File: config.mk
export PLATFORM = sky130hd
export DESIGN_NAME = ddcr_config_regs
export DESIGN_NICKNAME = d
export VERILOG_FILES = /design/src/ddcr_config_regs.v
export VERILOG_INCLUDE_DIRS = /design/src /design/src/src
export SDC_FILE = /design/constraint.sdc
export NUM_CORES = 1
export LEC_CHECK = 0
export BUFFER_PORTS_ARGS = -buffer_cell sky130_fd_sc_hd__buf_2
export CORE_UTILIZATION = 39
export CTS_BUF_LIST = sky130_fd_sc_hd__clkbuf_8 sky130_fd_sc_hd__clkbuf_16
export DETAILED_ROUTE_END_ITERATION = 8
export PLACE_DENSITY = 0.72
export SYNTH_ARGS = -nofsm -noshare
export SYNTH_HDL_FRONTEND = slang
export SYNTH_SLANG_ARGS = --single-unit
File: constraint.sdc
create_clock -name aclk -period 1.93 [get_ports aclk]
set_clock_uncertainty 0.2 [all_clocks]
set_input_delay 0.0965 -clock aclk [delete_from_list [all_inputs] [get_ports aclk]]
set_output_delay 0.0965 -clock aclk [all_outputs]
set_load 0.005 [all_outputs]
File: src/ddcr_regs.vh
// Purpose: Constants for the disc decoder configuration register bank.
// Assumes: Offsets are register indices; the byte address is four times the index.
// Notes: Definitions only.
`ifndef DDCR_REGS_VH
`define DDCR_REGS_VH

// Register indices.
`define DDCR_IDX_CLOCK_PIN_CONTROL 5'h03
`define DDCR_IDX_LOOP_FILTER_BW 5'h08
`define DDCR_IDX_VERSATILE_FIRST 5'h0c
`define DDCR_IDX_VERSATILE_SECOND 5'h0d
`define DDCR_IDX_AUDIO_MOTOR 5'h0e
`define DDCR_IDX_SUBCODE_SHADOW 5'h0f
`define DDCR_IDX_STATUS 5'h10

// Power-on values.
`define DDCR_RST_LOOP_FILTER_BW 4'h9
`define DDCR_RST_VERSATILE_FIRST 4'h2
`define DDCR_RST_VERSATILE_SECOND 4'hf
`define DDCR_RST_AUDIO_MOTOR 4'h4
`define DDCR_RST_SUBCODE_SHADOW 4'h0
`define DDCR_RST_CLOCK_PIN_CONTROL 4'h0

// Field positions.
`define DDCR_BIT_EXT_OFF_TRACK 0
`define DDCR_BIT_SINGLE_MUTE 1
`define DDCR_BIT_PIN_THREE_LEVEL 2
`define DDCR_BIT_AUDIO_EN 2
`define DDCR_BIT_LOCK_TO_DISC 1
`define DDCR_BIT_BRAKE_LOW 0
`define DDCR_BIT_SUBCODE_ON 2
`define DDCR_BIT_SUBCODE_3W 3
`define DDCR_BIT_SHADOW_EN 0
`define DDCR_BIT_CLK_SEL_MID 0
`define DDCR_BIT_SHARED_HIZ 1
`define DDCR_BIT_FAST_HIZ 2
`define DDCR_BIT_V23_OUTPUT 3

// Versatile pin and loop filter field codes.
`define DDCR_PIN_SPECIAL 2'h1
`define DDCR_PIN_LOW 2'h2
`define DDCR_PIN_HIGH 2'h3
`define DDCR_FOUR_LINE_MOTOR 4'h0
`define DDCR_BW_UNDEFINED 2'h3

// Decoded targets.
`define DDCR_SEL_NONE 3'h0
`define DDCR_SEL_LOOP 3'h1
`define DDCR_SEL_VFIRST 3'h2
`define DDCR_SEL_VSECOND 3'h3
`define DDCR_SEL_AUDIO 3'h4
`define DDCR_SEL_SUBSH 3'h5
`define DDCR_SEL_CLKPIN 3'h6
`define DDCR_SEL_STATUS 3'h7

// Bus responses.
`define DDCR_RESP_OKAY 2'h0
`define DDCR_RESP_SLVERR 2'h2

`endif

File: src/ddcr_config_regs.v
// Purpose: AXI4-Lite bank of the four-bit decoder and shadow configuration registers.
// Assumes: Pin inputs are synchronous to aclk; one write and one read in flight at most.
// Notes: Only the low nibble of each word carries data; upper bits read as zero.
// Operation
// - Register C bit 0 picks external off-track from pin one, else internal.
// - Register C bits 2..1 route left/right mute or single mute with pin three level.
// - Register D bits 1..0 put subcode, low or high on pin four.
// - Register D bits 3..2 put de-emphasis flag, low or high on pin five.
// - Register D value zero turns pins four and five into motor lines.
// - Shadow enable set routes following addresses to the shadow set.
// - Shadow enable clear decodes normal registers; shadows unreachable.
// - Register 8 selects loop filter bandwidth; low bits 11 undefined.
// - Reset loads every register field with its power-on value.
// - Shadow 3 bit 0 chooses slow or mid clock on shared pin.
// - Shadow 3 bit 1 drives or floats the shared clock pin.
// - Shadow 3 bit 2 drives or floats the fast clock pin.
// - Shadow 3 bit 3 makes shared pin input two or open-drain output three.
//
// The AXI4-Lite slave port was chosen for this implementation.
`timescale 1ns/1ns
`include "ddcr_regs.vh"

module ddcr_config_regs (
  input wire aclk,
  input wire aresetn,
  input wire [31:0] s_axi_awaddr,
  input wire s_axi_awvalid,
  output reg s_axi_awready,
  input wire [31:0] s_axi_wdata,
  input wire [3:0] s_axi_wstrb,
  input wire s_axi_wvalid,
  output reg s_axi_wready,
  output reg [1:0] s_axi_bresp,
  output reg s_axi_bvalid,
  input wire s_axi_bready,
  input wire [31:0] s_axi_araddr,
  input wire s_axi_arvalid,
  output reg s_axi_arready,
  output reg [31:0] s_axi_rdata,
  output reg [1:0] s_axi_rresp,
  output reg s_axi_rvalid,
  input wire s_axi_rready,
  input wire versatile_pin_one,
  input wire versatile_pin_two,
  input wire internal_off_track,
  input wire mute_left,
  input wire mute_right,
  input wire subcode_serial,
  input wire deemph_flag,
  input wire motor_line_a,
  input wire motor_line_b,
  input wire slow_clock_src,
  input wire mid_clock_src,
  input wire fast_clock_src,
  output reg off_track,
  output reg mute_pin,
  output reg versatile_pin_three_out,
  output reg versatile_pin_three_oe,
  output reg versatile_pin_four,
  output reg versatile_pin_five,
  output reg deemph_filter_bypass,
  output reg motor_four_line,
  output reg shared_clock_pin_out,
  output reg shared_clock_pin_oe,
  output reg fast_clock_pin_out,
  output reg fast_clock_pin_oe,
  output reg [3:0] loop_bw_code,
  output reg audio_features_en,
  output reg lock_to_disc_en,
  output reg brake_six_percent,
  output reg subcode_if_on,
  output reg subcode_three_wire,
  output reg shadow_active
);

  // Stored register nibbles.
  reg [3:0] loop_filter_bandwidth;
  reg [3:0] versatile_pins_first;
  reg [3:0] versatile_pins_second;
  reg [3:0] audio_motor_options;
  reg [3:0] subcode_and_shadow_enable;
  reg [3:0] clock_pin_control;

  // Captured write halves.
  reg aw_got;
  reg w_got;
  reg [4:0] aw_index;
  reg [3:0] w_nibble;
  reg w_lane;

  wire shadow_select_bit;
  wire [2:0] wr_sel;
  wire [2:0] rd_sel;
  wire [3:0] status_word;
  reg pin_three_level;
  reg [1:0] pin_four_mode;
  reg [1:0] pin_five_mode;

  // Address decode shared by both channels; the mode bit decides which set is seen.
  function [2:0] fn_decode;
    input [4:0] idx;
    input shadow;
    begin
      fn_decode = `DDCR_SEL_NONE;
      if (idx == `DDCR_IDX_STATUS)
        fn_decode = `DDCR_SEL_STATUS;
      // Index F stays reachable in both modes so software can leave shadow mode.
      else if (idx == `DDCR_IDX_SUBCODE_SHADOW)
        fn_decode = `DDCR_SEL_SUBSH;
      else if (shadow)
      begin
        if (idx == `DDCR_IDX_CLOCK_PIN_CONTROL)
          fn_decode = `DDCR_SEL_CLKPIN;
      end
      else
      begin
        case (idx)
          `DDCR_IDX_LOOP_FILTER_BW: fn_decode = `DDCR_SEL_LOOP;
          `DDCR_IDX_VERSATILE_FIRST: fn_decode = `DDCR_SEL_VFIRST;
          `DDCR_IDX_VERSATILE_SECOND: fn_decode = `DDCR_SEL_VSECOND;
          `DDCR_IDX_AUDIO_MOTOR: fn_decode = `DDCR_SEL_AUDIO;
          default: fn_decode = `DDCR_SEL_NONE;
        endcase
      end
    end
  endfunction

  assign shadow_select_bit = subcode_and_shadow_enable[`DDCR_BIT_SHADOW_EN];
  assign wr_sel = fn_decode(aw_index, shadow_select_bit);
  assign rd_sel = fn_decode(s_axi_araddr[6:2], shadow_select_bit);

  // Status shows live pin levels, the mode bit and an undefined filter code.
  assign status_word = {
    (loop_filter_bandwidth[1:0] == `DDCR_BW_UNDEFINED),
    shadow_select_bit,
    versatile_pin_two,
    versatile_pin_one
  };

  // Write channel: address and data are taken in either order, then committed.
  always @(posedge aclk)
  begin
    if (!aresetn)
    begin
      s_axi_awready <= 1'b0;
      s_axi_wready <= 1'b0;
      s_axi_bvalid <= 1'b0;
      s_axi_bresp <= `DDCR_RESP_OKAY;
      aw_got <= 1'b0;
      w_got <= 1'b0;
      aw_index <= 5'h00;
      w_nibble <= 4'h0;
      w_lane <= 1'b0;
      loop_filter_bandwidth <= `DDCR_RST_LOOP_FILTER_BW;
      versatile_pins_first <= `DDCR_RST_VERSATILE_FIRST;
      versatile_pins_second <= `DDCR_RST_VERSATILE_SECOND;
      audio_motor_options <= `DDCR_RST_AUDIO_MOTOR;
      subcode_and_shadow_enable <= `DDCR_RST_SUBCODE_SHADOW;
      clock_pin_control <= `DDCR_RST_CLOCK_PIN_CONTROL;
    end
    else
    begin
      if (s_axi_awready && s_axi_awvalid)
      begin
        aw_index <= s_axi_awaddr[6:2];
        aw_got <= 1'b1;
        s_axi_awready <= 1'b0;
      end
      else if (!aw_got && !s_axi_bvalid)
        s_axi_awready <= 1'b1;
      if (s_axi_wready && s_axi_wvalid)
      begin
        w_nibble <= s_axi_wdata[3:0];
        w_lane <= s_axi_wstrb[0];
        w_got <= 1'b1;
        s_axi_wready <= 1'b0;
      end
      else if (!w_got && !s_axi_bvalid)
        s_axi_wready <= 1'b1;
      if (aw_got && w_got)
      begin
        aw_got <= 1'b0;
        w_got <= 1'b0;
        s_axi_bvalid <= 1'b1;
        s_axi_bresp <= `DDCR_RESP_OKAY;
        if (w_lane)
        begin
          case (wr_sel)
            `DDCR_SEL_LOOP: loop_filter_bandwidth <= w_nibble;
            `DDCR_SEL_VFIRST: versatile_pins_first <= w_nibble;
            `DDCR_SEL_VSECOND: versatile_pins_second <= w_nibble;
            `DDCR_SEL_AUDIO: audio_motor_options <= w_nibble;
            `DDCR_SEL_SUBSH: subcode_and_shadow_enable <= w_nibble;
            `DDCR_SEL_CLKPIN: clock_pin_control <= w_nibble;
            default: s_axi_bresp <= `DDCR_RESP_SLVERR;
          endcase
        end
        if (wr_sel == `DDCR_SEL_NONE || wr_sel == `DDCR_SEL_STATUS)
          s_axi_bresp <= `DDCR_RESP_SLVERR;
      end
      else if (s_axi_bvalid && s_axi_bready)
        s_axi_bvalid <= 1'b0;
    end
  end

  // Read channel: data are formed at the address handshake and held until taken.
  always @(posedge aclk)
  begin
    if (!aresetn)
    begin
      s_axi_arready <= 1'b0;
      s_axi_rvalid <= 1'b0;
      s_axi_rdata <= 32'h00000000;
      s_axi_rresp <= `DDCR_RESP_OKAY;
    end
    else if (s_axi_arready && s_axi_arvalid)
    begin
      s_axi_arready <= 1'b0;
      s_axi_rvalid <= 1'b1;
      s_axi_rresp <= `DDCR_RESP_OKAY;
      case (rd_sel)
        `DDCR_SEL_LOOP: s_axi_rdata <= {28'h0000000, loop_filter_bandwidth};
        `DDCR_SEL_VFIRST: s_axi_rdata <= {28'h0000000, versatile_pins_first};
        `DDCR_SEL_VSECOND: s_axi_rdata <= {28'h0000000, versatile_pins_second};
        `DDCR_SEL_AUDIO: s_axi_rdata <= {28'h0000000, audio_motor_options};
        `DDCR_SEL_SUBSH: s_axi_rdata <= {28'h0000000, subcode_and_shadow_enable};
        `DDCR_SEL_CLKPIN: s_axi_rdata <= {28'h0000000, clock_pin_control};
        `DDCR_SEL_STATUS: s_axi_rdata <= {28'h0000000, status_word};
        default:
        begin
          s_axi_rdata <= 32'h00000000;
          s_axi_rresp <= `DDCR_RESP_SLVERR;
        end
      endcase
    end
    else if (s_axi_rvalid && s_axi_rready)
      s_axi_rvalid <= 1'b0;
    else if (!s_axi_rvalid)
      s_axi_arready <= 1'b1;
  end

  // Field decode for the versatile pins.
  always @*
  begin
    pin_three_level = versatile_pins_first[`DDCR_BIT_PIN_THREE_LEVEL];
    pin_four_mode = versatile_pins_second[1:0];
    pin_five_mode = versatile_pins_second[3:2];
    if (!versatile_pins_first[`DDCR_BIT_SINGLE_MUTE])
      pin_three_level = mute_right;
  end

  // Pin and control outputs, all registered so they stay glitch free.
  always @(posedge aclk)
  begin
    if (!aresetn)
    begin
      off_track <= 1'b0;
      mute_pin <= 1'b0;
      versatile_pin_three_out <= 1'b0;
      versatile_pin_three_oe <= 1'b0;
      versatile_pin_four <= 1'b1;
      versatile_pin_five <= 1'b1;
      deemph_filter_bypass <= 1'b0;
      motor_four_line <= 1'b0;
      shared_clock_pin_out <= 1'b0;
      shared_clock_pin_oe <= 1'b0;
      fast_clock_pin_out <= 1'b0;
      fast_clock_pin_oe <= 1'b0;
      loop_bw_code <= `DDCR_RST_LOOP_FILTER_BW;
      audio_features_en <= 1'b0;
      lock_to_disc_en <= 1'b0;
      brake_six_percent <= 1'b0;
      subcode_if_on <= 1'b0;
      subcode_three_wire <= 1'b0;
      shadow_active <= 1'b0;
    end
    else
    begin
      off_track <= versatile_pins_first[`DDCR_BIT_EXT_OFF_TRACK] ?
        versatile_pin_one : internal_off_track;
      // mute routing; single mode mutes only when both channels ask.
      mute_pin <= versatile_pins_first[`DDCR_BIT_SINGLE_MUTE] ?
        (mute_left & mute_right) : mute_left;
      // open-drain pin three pulls low only, and only in output mode.
      versatile_pin_three_out <= 1'b0;
      versatile_pin_three_oe <= clock_pin_control[`DDCR_BIT_V23_OUTPUT] & ~pin_three_level;
      motor_four_line <= (versatile_pins_second == `DDCR_FOUR_LINE_MOTOR);
      case (pin_four_mode)
        `DDCR_PIN_SPECIAL: versatile_pin_four <= subcode_serial;
        `DDCR_PIN_LOW: versatile_pin_four <= 1'b0;
        `DDCR_PIN_HIGH: versatile_pin_four <= 1'b1;
        default: versatile_pin_four <= motor_line_a;
      endcase
      case (pin_five_mode)
        `DDCR_PIN_SPECIAL: versatile_pin_five <= deemph_flag;
        `DDCR_PIN_LOW: versatile_pin_five <= 1'b0;
        `DDCR_PIN_HIGH: versatile_pin_five <= 1'b1;
        default: versatile_pin_five <= motor_line_b;
      endcase
      deemph_filter_bypass <= (pin_five_mode == `DDCR_PIN_SPECIAL);
      shared_clock_pin_out <= clock_pin_control[`DDCR_BIT_CLK_SEL_MID] ?
        mid_clock_src : slow_clock_src;
      shared_clock_pin_oe <= ~clock_pin_control[`DDCR_BIT_SHARED_HIZ];
      fast_clock_pin_out <= fast_clock_src;
      fast_clock_pin_oe <= ~clock_pin_control[`DDCR_BIT_FAST_HIZ];
      loop_bw_code <= loop_filter_bandwidth;
      audio_features_en <= audio_motor_options[`DDCR_BIT_AUDIO_EN];
      lock_to_disc_en <= audio_motor_options[`DDCR_BIT_LOCK_TO_DISC];
      brake_six_percent <= audio_motor_options[`DDCR_BIT_BRAKE_LOW];
      subcode_if_on <= subcode_and_shadow_enable[`DDCR_BIT_SUBCODE_ON];
      subcode_three_wire <= subcode_and_shadow_enable[`DDCR_BIT_SUBCODE_3W];
      shadow_active <= shadow_select_bit;
    end
  end

endmodule // ddcr_config_regs

---- Yosys cells after proc, flatten, opt, wreduce, memory -nomap -nowiden ----
Index checks and enable logic that the tools add are counted.
cells by class
  equality and inequality tests ........... 35
  bitwise logic cells ..................... 8
  reduce and logical (&&, ||, !) cells .... 29
  multiplexer cells ....................... 25
operators by type and width
  kind                                                 count
  equality test 5 x 4 -> 1 bit, second input constant  10
  one-hot mux 4 bit (7 select lines)                   1
  equality test 3 bit, second input constant           8
  2-to-1 mux 3 bit                                     8
  one-hot mux 3 bit (4 select lines)                   2
  AND reduction 3 bit                                  6
  equality test 3 x 2 -> 1 bit, second input constant  4
  equality test 2 bit, second input constant           5
  equality test 5 x 2 -> 1 bit, second input constant  2
  equality test 5 bit, second input constant           2
  logical AND 1 bit                                    8
  2-to-1 mux 1 bit                                     8
  2-to-1 mux 2 bit                                     4
  OR reduction 2 bit                                   4
  OR reduction 7 bit                                   1
  equality test 3 x 1 -> 1 bit, second input constant  2
  inverter 1 bit                                       6
  one-hot mux 1 bit (3 select lines)                   2
  OR reduction 6 bit                                   1
  equality test 2 x 1 -> 1 bit, second input constant  2
  zero test 4 bit                                      1
  nonzero test 2 bit                                   2
  zero test 1 bit                                      3
  zero test 3 bit                                      1
  other kinds (3)                                      4
storage, ports and cells
  bits of input ports ..................... 119
  register bits ........................... 98
  output and inout port bits .............. 63

---- Logic depth before layout (Yosys ltp) ----
Gate-level depths: netlist of the first run.
  depth in word-level cells ............... 10
  mapped depth ............................ 8

---- Worst setup path before layout of the first run ----
OpenSTA, ideal clock, no wires.
  path type ............................... flip-flop to flip-flop
  start ................................... reg aw_index[2]
  end ..................................... reg versatile_pins_second[1]
  slack ................................... 0.011 ns
  arrival time ............................ 1.599 ns
  buffers on the path ..................... 1
  required time ........................... 1.610 ns
  cell stages (with the launch flop) ...... 7
  cells stage by stage .................... dfxtp_1 -> or3b_1 -> a211o_1 -> and3_1 -> buf_6 -> and4_1 -> a211o_1
on the way
  cells in the longest elaborated chain, start to end .. 7
  elaborated cells between the ends (all ways) .. 14
  those cells by class .................... 8 x eq/ne; 5 x mux; 1 x reduce/logical
RTL lines
  element                                                                              RTL line                                        text
  from (decl)                                                                          ddcr_config_regs.v:87                           reg [4:0] aw_index;
  from (signal assigned)                                                               ddcr_config_regs.v:165                          aw_index <= s_axi_awaddr[6:2];
  equality test 5 x 4 -> 1 bit / equality test 5 x 2 -> 1 bit (equally long branches)  --
  one-hot mux 3 bit (4 select lines) / 2-to-1 mux 3 bit (equally long branches)        ddcr_config_regs.v:117, ddcr_config_regs.v:112
  2-to-1 mux 3 bit                                                                     ddcr_config_regs.v:110                          else if (shadow)
  2-to-1 mux 3 bit                                                                     ddcr_config_regs.v:108                          else if (idx == `DDCR_IDX_SUBCODE_SHADOW)
  2-to-1 mux 3 bit *                                                                   ddcr_config_regs.v:105                          if (idx == `DDCR_IDX_STATUS)
  equality test 3 x 2 -> 1 bit *                                                       ddcr_config_regs.v:188                          case (wr_sel)
  AND reduction 3 bit (no source line) *                                               --
  to (signal assigned)                                                                 ddcr_config_regs.v:156                          versatile_pins_second <= `DDCR_RST_VERSATILE_SECOND;
  to (signal assigned)                                                                 ddcr_config_regs.v:191                          `DDCR_SEL_VSECOND: versatile_pins_second <= w_nibble;
  to (decl)                                                                            ddcr_config_regs.v:79                           reg [3:0] versatile_pins_second;
Every way passes the cells marked *; elsewhere a longest branch is shown, timed or not.
A chain may end at the register's enable or synchronous reset.

---- Worst setup path after layout of the first run ----
  start ................................... reg aw_index[3]
  end ..................................... reg clock_pin_control[0]
on the way
  cells in the longest elaborated chain, start to end .. 7
  elaborated cells between the ends (all ways) .. 14
  those cells by class .................... 8 x eq/ne; 5 x mux; 1 x reduce/logical
RTL lines
  element                                                                              RTL line                                        text
  equality test 5 x 4 -> 1 bit / equality test 5 x 2 -> 1 bit (equally long branches)  --
  one-hot mux 3 bit (4 select lines) / 2-to-1 mux 3 bit (equally long branches)        ddcr_config_regs.v:117, ddcr_config_regs.v:112
  2-to-1 mux 3 bit                                                                     ddcr_config_regs.v:110
  2-to-1 mux 3 bit                                                                     ddcr_config_regs.v:108
  2-to-1 mux 3 bit *                                                                   ddcr_config_regs.v:105
  equality test 3 bit *                                                                ddcr_config_regs.v:188
  AND reduction 3 bit (no source line) *                                               --
  to (signal assigned)                                                                 ddcr_config_regs.v:159                          clock_pin_control <= `DDCR_RST_CLOCK_PIN_CONTROL;
  to (signal assigned)                                                                 ddcr_config_regs.v:194                          `DDCR_SEL_CLKPIN: clock_pin_control <= w_nibble;
  to (decl)                                                                            ddcr_config_regs.v:82                           reg [3:0] clock_pin_control;
Marked as above.

==> results.json, run 1 <==
{
  "yosysSeqAreaShare_pct": 43.9,
  "p_sw_mw": 0.719,
  "antenna_found_initial": 0,
  "cts-root-buf": "clkbuf_8",
  "die_h_um": 91.2,
  "grt.total_usage_pct": 18.1,
  "drtPass1Iterations": 4,
  "die_w_um": 91.2,
  "regArea_mm2": 0.00137,
  "clkSinkCount": 68,
  "intPower_mw": 2.26,
  "comb_power_share_pct": 10.4,
  "hold_viol": 0,
  "setup_ws_ns": -0.00110,
  "hold_ws_ns": 0.0703,
  "fillers": 716,
  "syn_avg_cell_area_um2": 8.54,
  "clkPwrFrac_pct": 40.1,
  "routed_wl_mm": 7.29,
  "ys_warn_count": 0,
  "rsz0062_at_grt": "true",
  "synthTopCellsByCount": "dfxtp_1 (68), nand3_1 (33), buf_4 (31), a21oi_1 (30), nand2_1 (29)",
  "critPathCaptureType": "flip-flop",
  "violations": "negative setup slack",
  "use_met3_pct": 5.03,
  "worstHoldPathType": "input port to flip-flop",
  "maxCapViolations": 0,
  "synth_async_sr_flop_share_pct": 0,
  "use_met2_pct": 32.3,
  "ioPinCount": 182,
  "grt_max_degree": 32,
  "nNetsFinal": 598,
  "critical_path_class": "flip-flop to flip-flop",
  "die-area_mm2": 0.00831,
  "vias_per_cell": 4.95,
  "core_mm2": 0.00773,
  "drv_slew": 0,
  "finish.utilization_pct": 54.4,
  "ctsHtreeMaxLevel": 3,
  "ys.flop_type": "dfxtp_1",
  "fin_setup_tns_ns": -0.00110,
  "cp-start-kind": "flip-flop",
  "yosysTopAreaCell": "dfxtp_1",
  "mappedNetlistArea_mm2": 0.00310,
  "multi_input_area_mm2": 0.00159,
  "yosysMostFrequentCell": "dfxtp_1",
  "worstPathRequired_ns": 1.95,
  "synth.ff_latch_count": 68,
  "fin_crit_sh_pct": 100,
  "clock.fmax_mhz": 518,
  "dp_hpwl_mm": 5.11,
  "cts_tree": "done",
  "cts_made_buffers": 9,
  "postRouteAntennaNets": 0,
  "status": "finished, violations left",
  "synth_edf_count": 0,
  "synth_top_area_share_pct": 43.9,
  "top_register": "aw_index",
  "globalRoute.busiestLayer": "met2",
  "finalWeightedCongestion": 0.920,
  "synthToLayoutAreaGrowth_pct": 35.5,
  "setup_violations": 1,
  "drt_iter0_drc": 92,
  "cp_max_fo": 12,
  "initial_utilization_pct": 40.1,
  "dp_cells": 529,
  "vias": 2898,
  "clk_pin_slew_ns": 0.08,
  "wl_per_cell_um": 12.4,
  "swShare_pct": 24.1,
  "synth_cell_types": 48,
  "overflow": 0,
  "layout-drive-gt1-share_pct": 25.8,
  "gr-usage-met1_pct": 21.3,
  "worst_ir_drop_vdd_uv": 498,
  "grt_pass1_vias": 2694,
  "synthTopCellsByArea": "dfxtp_1 (44%), buf_4 (7.5%), nand3_1 (5.3%)",
  "arrival_ns": 1.95,
  "synthCells": 363,
  "rows": 32,
  "min_period_ns": 1.93,
  "p_leak_nw": 1.75,
  "p_per_area_mw_per_mm2": 709,
  "grt_pass1_wl_mm": 12.1,
  "drc": 0,
  "clock_path_buffers": 2,
  "clock_latency_ns": 0.33,
  "power_frac_seq_pct": 49.5,
  "largest_reg_flops": 5,
  "port_buffers": 65,
  "antenna_cells": 0,
  "fin_cells": 586
}
[path summary, 6_finish.rpt]
check	from	end	slack, ns	depth (start not counted)
max	aw_index[3]	clock_pin_control[0]	-0.001	6
min	s_axi_araddr[4]	s_axi_rresp[1]	0.07	4
max reg2reg	aw_index[3]	clock_pin_control[0]	-0.001	6
min reg2reg	loop_filter_bandwidth[3]	loop_bw_code[3]	0.26	2
[kinds of logic (layout without fill, tap and decap cells)]
kind of cell           count (synthesis)  after routing  share of synthesized area, %
AND/OR/NAND/NOR                      129            129                          21.3
flip-flops                            68             68                          43.9
buffers and inverters                 59            150                          11.4
multiplexers                          11             11                          3.63
AO/OA/AOI/OAI                         95             95                          19.6
other                                  1             31                         0.121
[metal layers]
layer | vias up | routed length, um | share of wire, %
met5 | - | 0 | 0
met4 | 0 | 43 | 0.59
met3 | 4 | 388 | 5.3
met2 | 107 | 3530 | 48
met1 | 1327 | 3330 | 46
li1 | 1460 | - | -
[worst max-delay path, cell delays in order, from the launching register on]
cell     delay [ns]
dfxtp_2        0.32
or3b_1         0.39
a211o_1        0.33
and3_4         0.19
buf_8          0.15
o21ai_0        0.16
a21oi_1        0.08
[area by class of cell]
class                      count  area share, %
timing repair buffer         122           20.7
sequential                    68           32.5
tap                          102           3.04
clock inverter                 5           1.40
inverter                      12           1.07
multi-input combinational    266           37.7
clock buffer                  11           3.60
[cell usage in the layout, fill, tap and decap left out, types with 3 or more instances in the layout]
| master | count |
|---|---|
| nor2_1 | 21 |
| a32oi_1 | 5 |
| dfxtp_1 | 65 |
| o21ai_1 | 6 |
| nand2b_1 | 3 |
| buf_2 | 65 |
| conb_1 | 31 |
| dfxtp_2 | 3 |
| mux2i_1 | 9 |
| a22oi_1 | 4 |
| nor3_1 | 5 |
| inv_1 | 11 |
| a21oi_1 | 30 |
| a22o_1 | 7 |
| o21ai_0 | 10 |
| buf_4 | 13 |
| nand2_1 | 29 |
| o211ai_1 | 3 |
| and2_1 | 13 |
| nand3_2 | 3 |
| dlygate4sd3_1 | 41 |
| nor3b_1 | 4 |
| nand3_1 | 30 |
| a211o_1 | 3 |
| clkbuf_8 | 11 |
| o21ai_2 | 8 |
| nor2b_1 | 5 |
[per-stage QoR]
step                setup slack (ns)  instance area (um^2)  total power, mW
global placement             -0.0141                  3480             1.74
floorplan                     0.0115                  3210             1.69
global route                 -0.0460                  4200             3.12
detailed placement           -0.0349                  3480             1.74
CTS                          0.00257                  4110             3.00
finish                      -0.00110                  4200             2.98
[power by group through the flow]
stage               clock network (mW)  logic [mW]  registers (mW)
floorplan                            0       0.196            1.49
global placement                     0       0.232            1.50
detailed placement                   0       0.237            1.51
CTS                               1.23       0.296            1.47
global route                      1.29       0.343            1.48
finish                            1.20       0.309            1.48
[timing repair]
action / 4_1_cts / 5_1_grt
hold buffers: 41 / 0
setup endpoints to repair: 9 / 24
pin swaps: 0 / 4
setup buffers: 0 / 0
gates resized for setup: 2 / 34
hold endpoints to repair: 28 / 0
(Power assumes the default switching activity.)
==> inputs of run 2 (changes only) <==
ABC_AREA = 1   (was unset)
CORE_MARGIN = 2   (was unset)
GPL_TIMING_DRIVEN = 0   (was unset)
==> results.json, run 2 <==
{
  "yosysTopAreaCell": "dfxtp_1",
  "tightest_slew_ns": 0.591,
  "clock_latency_ns": 0.35,
  "rows": 32,
  "die-area_mm2": 0.00870,
  "clk_pin_slew_ns": 0.08,
  "top_register": "aw_index",
  "cts_made_buffers": 9,
  "initial_utilization_pct": 40.2,
  "port_buffers": 64,
  "dp_cells": 631,
  "core_mm2": 0.00773,
  "cp_max_fo": 5,
  "final_cell_mix": "nand2_1 (102), dfxtp_1 (68), buf_2 (65), nor2_1 (64), inv_1 (43)",
  "synth_edf_count": 0,
  "grt_pass1_wl_mm": 13.0,
  "drtPass1Iterations": 4,
  "wl_per_cell_um": 11.8,
  "fin_crit_sh_pct": 89.9,
  "ioPinCount": 182,
  "fin_cells": 680,
  "synth.ff_latch_count": 68,
  "synth_cell_types": 28,
  "hp-start": "s_axi_wvalid",
  "cts_setup_buffers": 0,
  "vias_per_cell": 4.50,
  "finalWeightedCongestion": 0.926,
  "cp-start-kind": "flip-flop",
  "die_w_um": 93.3,
  "layout-drive-gt1-share_pct": 23.7,
  "syn_avg_cell_area_um2": 7.14,
  "synth_async_sr_flop_share_pct": 0,
  "clock.fmax_mhz": 577,
  "worst_ir_drop_vdd_uv": 458,
  "hold_viol": 0,
  "antenna_found_initial": 0,
  "holdPathStages": 4,
  "ff2ff_path_depth": 6,
  "power.total_mw": 2.90,
  "mostFrequentLayoutCell": "nand2_1",
  "vias": 3061,
  "setup_violations": 0,
  "critical_path_class": "flip-flop to flip-flop",
  "min_period_ns": 1.73,
  "worstHoldPathType": "input port to flip-flop",
  "timing.reg2reg.setup_slack_ns": 0.20,
  "overflow": 0,
  "antenna_cells": 0,
  "synthCells": 435,
  "clkSinkCount": 68,
  "p_leak_nw": 2.18,
  "grt_pass1_vias": 2819,
  "critPathCaptureType": "flip-flop",
  "synthTopCellsByCount": "nand2_1 (102), dfxtp_1 (68), nor2_1 (65), inv_1 (43), nand3_1 (32)",
  "rsz0062_at_grt": "true",
  "maxCapViolations": 0,
  "synthTopCellsByArea": "dfxtp_1 (44%), nand2_1 (12%), nor2_1 (7.9%)",
  "arrival_ns": 1.76,
  "ys.flop_type": "dfxtp_1",
  "dp_hpwl_mm": 6.01,
  "finish.utilization_pct": 54.1,
  "worstPathRequired_ns": 1.95,
  "clock_path_buffers": 2,
  "grt.total_usage_pct": 19.3,
  "slew_headroom_pct": 60.6,
  "reg2reg_to": "versatile_pins_second[0]",
  "ys_warn_count": 0,
  "status": "completed",
  "holdPathEnd": "w_lane",
  "nNetsFinal": 692,
  "yosysMostFrequentCell": "nand2_1",
  "routed_wl_mm": 7.99,
  "ctsHtreeMaxLevel": 3,
  "grt_max_degree": 13,
  "fillers": 773,
  "die_h_um": 93.3,
  "cts_tree": "done",
  "drc": 0,
  "synthToLayoutAreaGrowth_pct": 34.7,
  "drv_slew": 0,
  "drt_iter0_drc": 139,
  "synth_top_area_share_pct": 43.8,
  "r2r_start": "aw_index[2]",
  "p_per_area_mw_per_mm2": 693,
  "postRouteAntennaNets": 0,
  "yosysSeqAreaShare_pct": 43.8,
  "mappedNetlistArea_mm2": 0.00311,
  "cts-root-buf": "clkbuf_8",
  "largest_reg_flops": 5
}
==> run 2: per-stage QoR <==
| stage | hold slack, ns | cell area, um^2 | setup slack [ns] | setup TNS [ns] |
|---|---|---|---|---|
| after floorplan | -0.00587 | 3220 | 0.425 | 0 |
| after global placement | 0.0807 | 3670 | 0.249 | 0 |
| after detailed placement | 0.0965 | 3670 | 0.198 | 0 |
| after CTS | 0.00568 | 4180 | 0.171 | 0 |
| after global routing | 0.0796 | 4180 | -0.0368 | -0.0368 |
| final | 0.0143 | 4180 | 0.195 | 0 |
==> run 2: critical path, cell delays in order (launching register included) <==
cell	delay (ns)
dfxtp_1	0.35
nor2_1	0.21
nand4_2	0.20
o211ai_1	0.22
nand4_1	0.25
nand2_1	0.11
nand3_1	0.06
==> run 2: final cells by class <==
cell class                 instances  area [um^2]  share of cell area [%]
buffer                            39          272                    6.49
clock inverter                     6         40.0                   0.957
inverter                          45          169                    4.04
sequential                        68         1360                    32.5
timing repair buffer              97          651                    15.6
multi-input combinational        313         1430                    34.1
tap                              102          128                    3.05
clock buffer                      10          138                    3.29
==> run 2: power breakdown <==
part	switching, mW	internal, mW	leakage, nW
combinational	0.180	0.171	1.54
sequential	0.0314	1.44	0.554
clock	0.579	0.498	0.0920
==> run 2: cells by family after synthesis <==
| group | synth area share (%) |
|---|---|
| xor+xnor | 0.282 |
| simple gates | 33.5 |
| compound gates | 8.05 |
| flops | 43.8 |
| other cells | 0.121 |
| buf+inv | 14.2 |
==> run 2: what timing repair did <==
item | in CTS | in global routing
endpoints found under the hold margin | 22 | 0
setup endpoints to repair | 0 | 3
resized for setup | 0 | 2
hold buffers | 33 | 0
==> run 2: worst max-delay path by stage <==
stage                     depth (start not counted)   startpoint                  endpoint  slack [ns]
final                                             6  aw_index[2]  versatile_pins_second[0]        0.20
after global routing                              8  aw_index[2]  loop_filter_bandwidth[0]       -0.04
after CTS                                         8  aw_index[2]   versatile_pins_first[2]        0.17
after detailed placement                          6  aw_index[2]  versatile_pins_second[0]        0.20
after global placement                            6  aw_index[2]  versatile_pins_second[1]        0.25
after floorplan                                   6  aw_index[2]  versatile_pins_second[0]        0.43
==> run 2: layer usage <==
layer / up-vias / GRT usage [%] / part of all wire [%]
li1: 1592 / - / -
met1: 1344 / 24.2 / 44
met2: 111 / 32.0 / 47
met3: 14 / 4.27 / 7.0
met4: 0 / 7.97 / 2.1
met5: - / 0 / 0
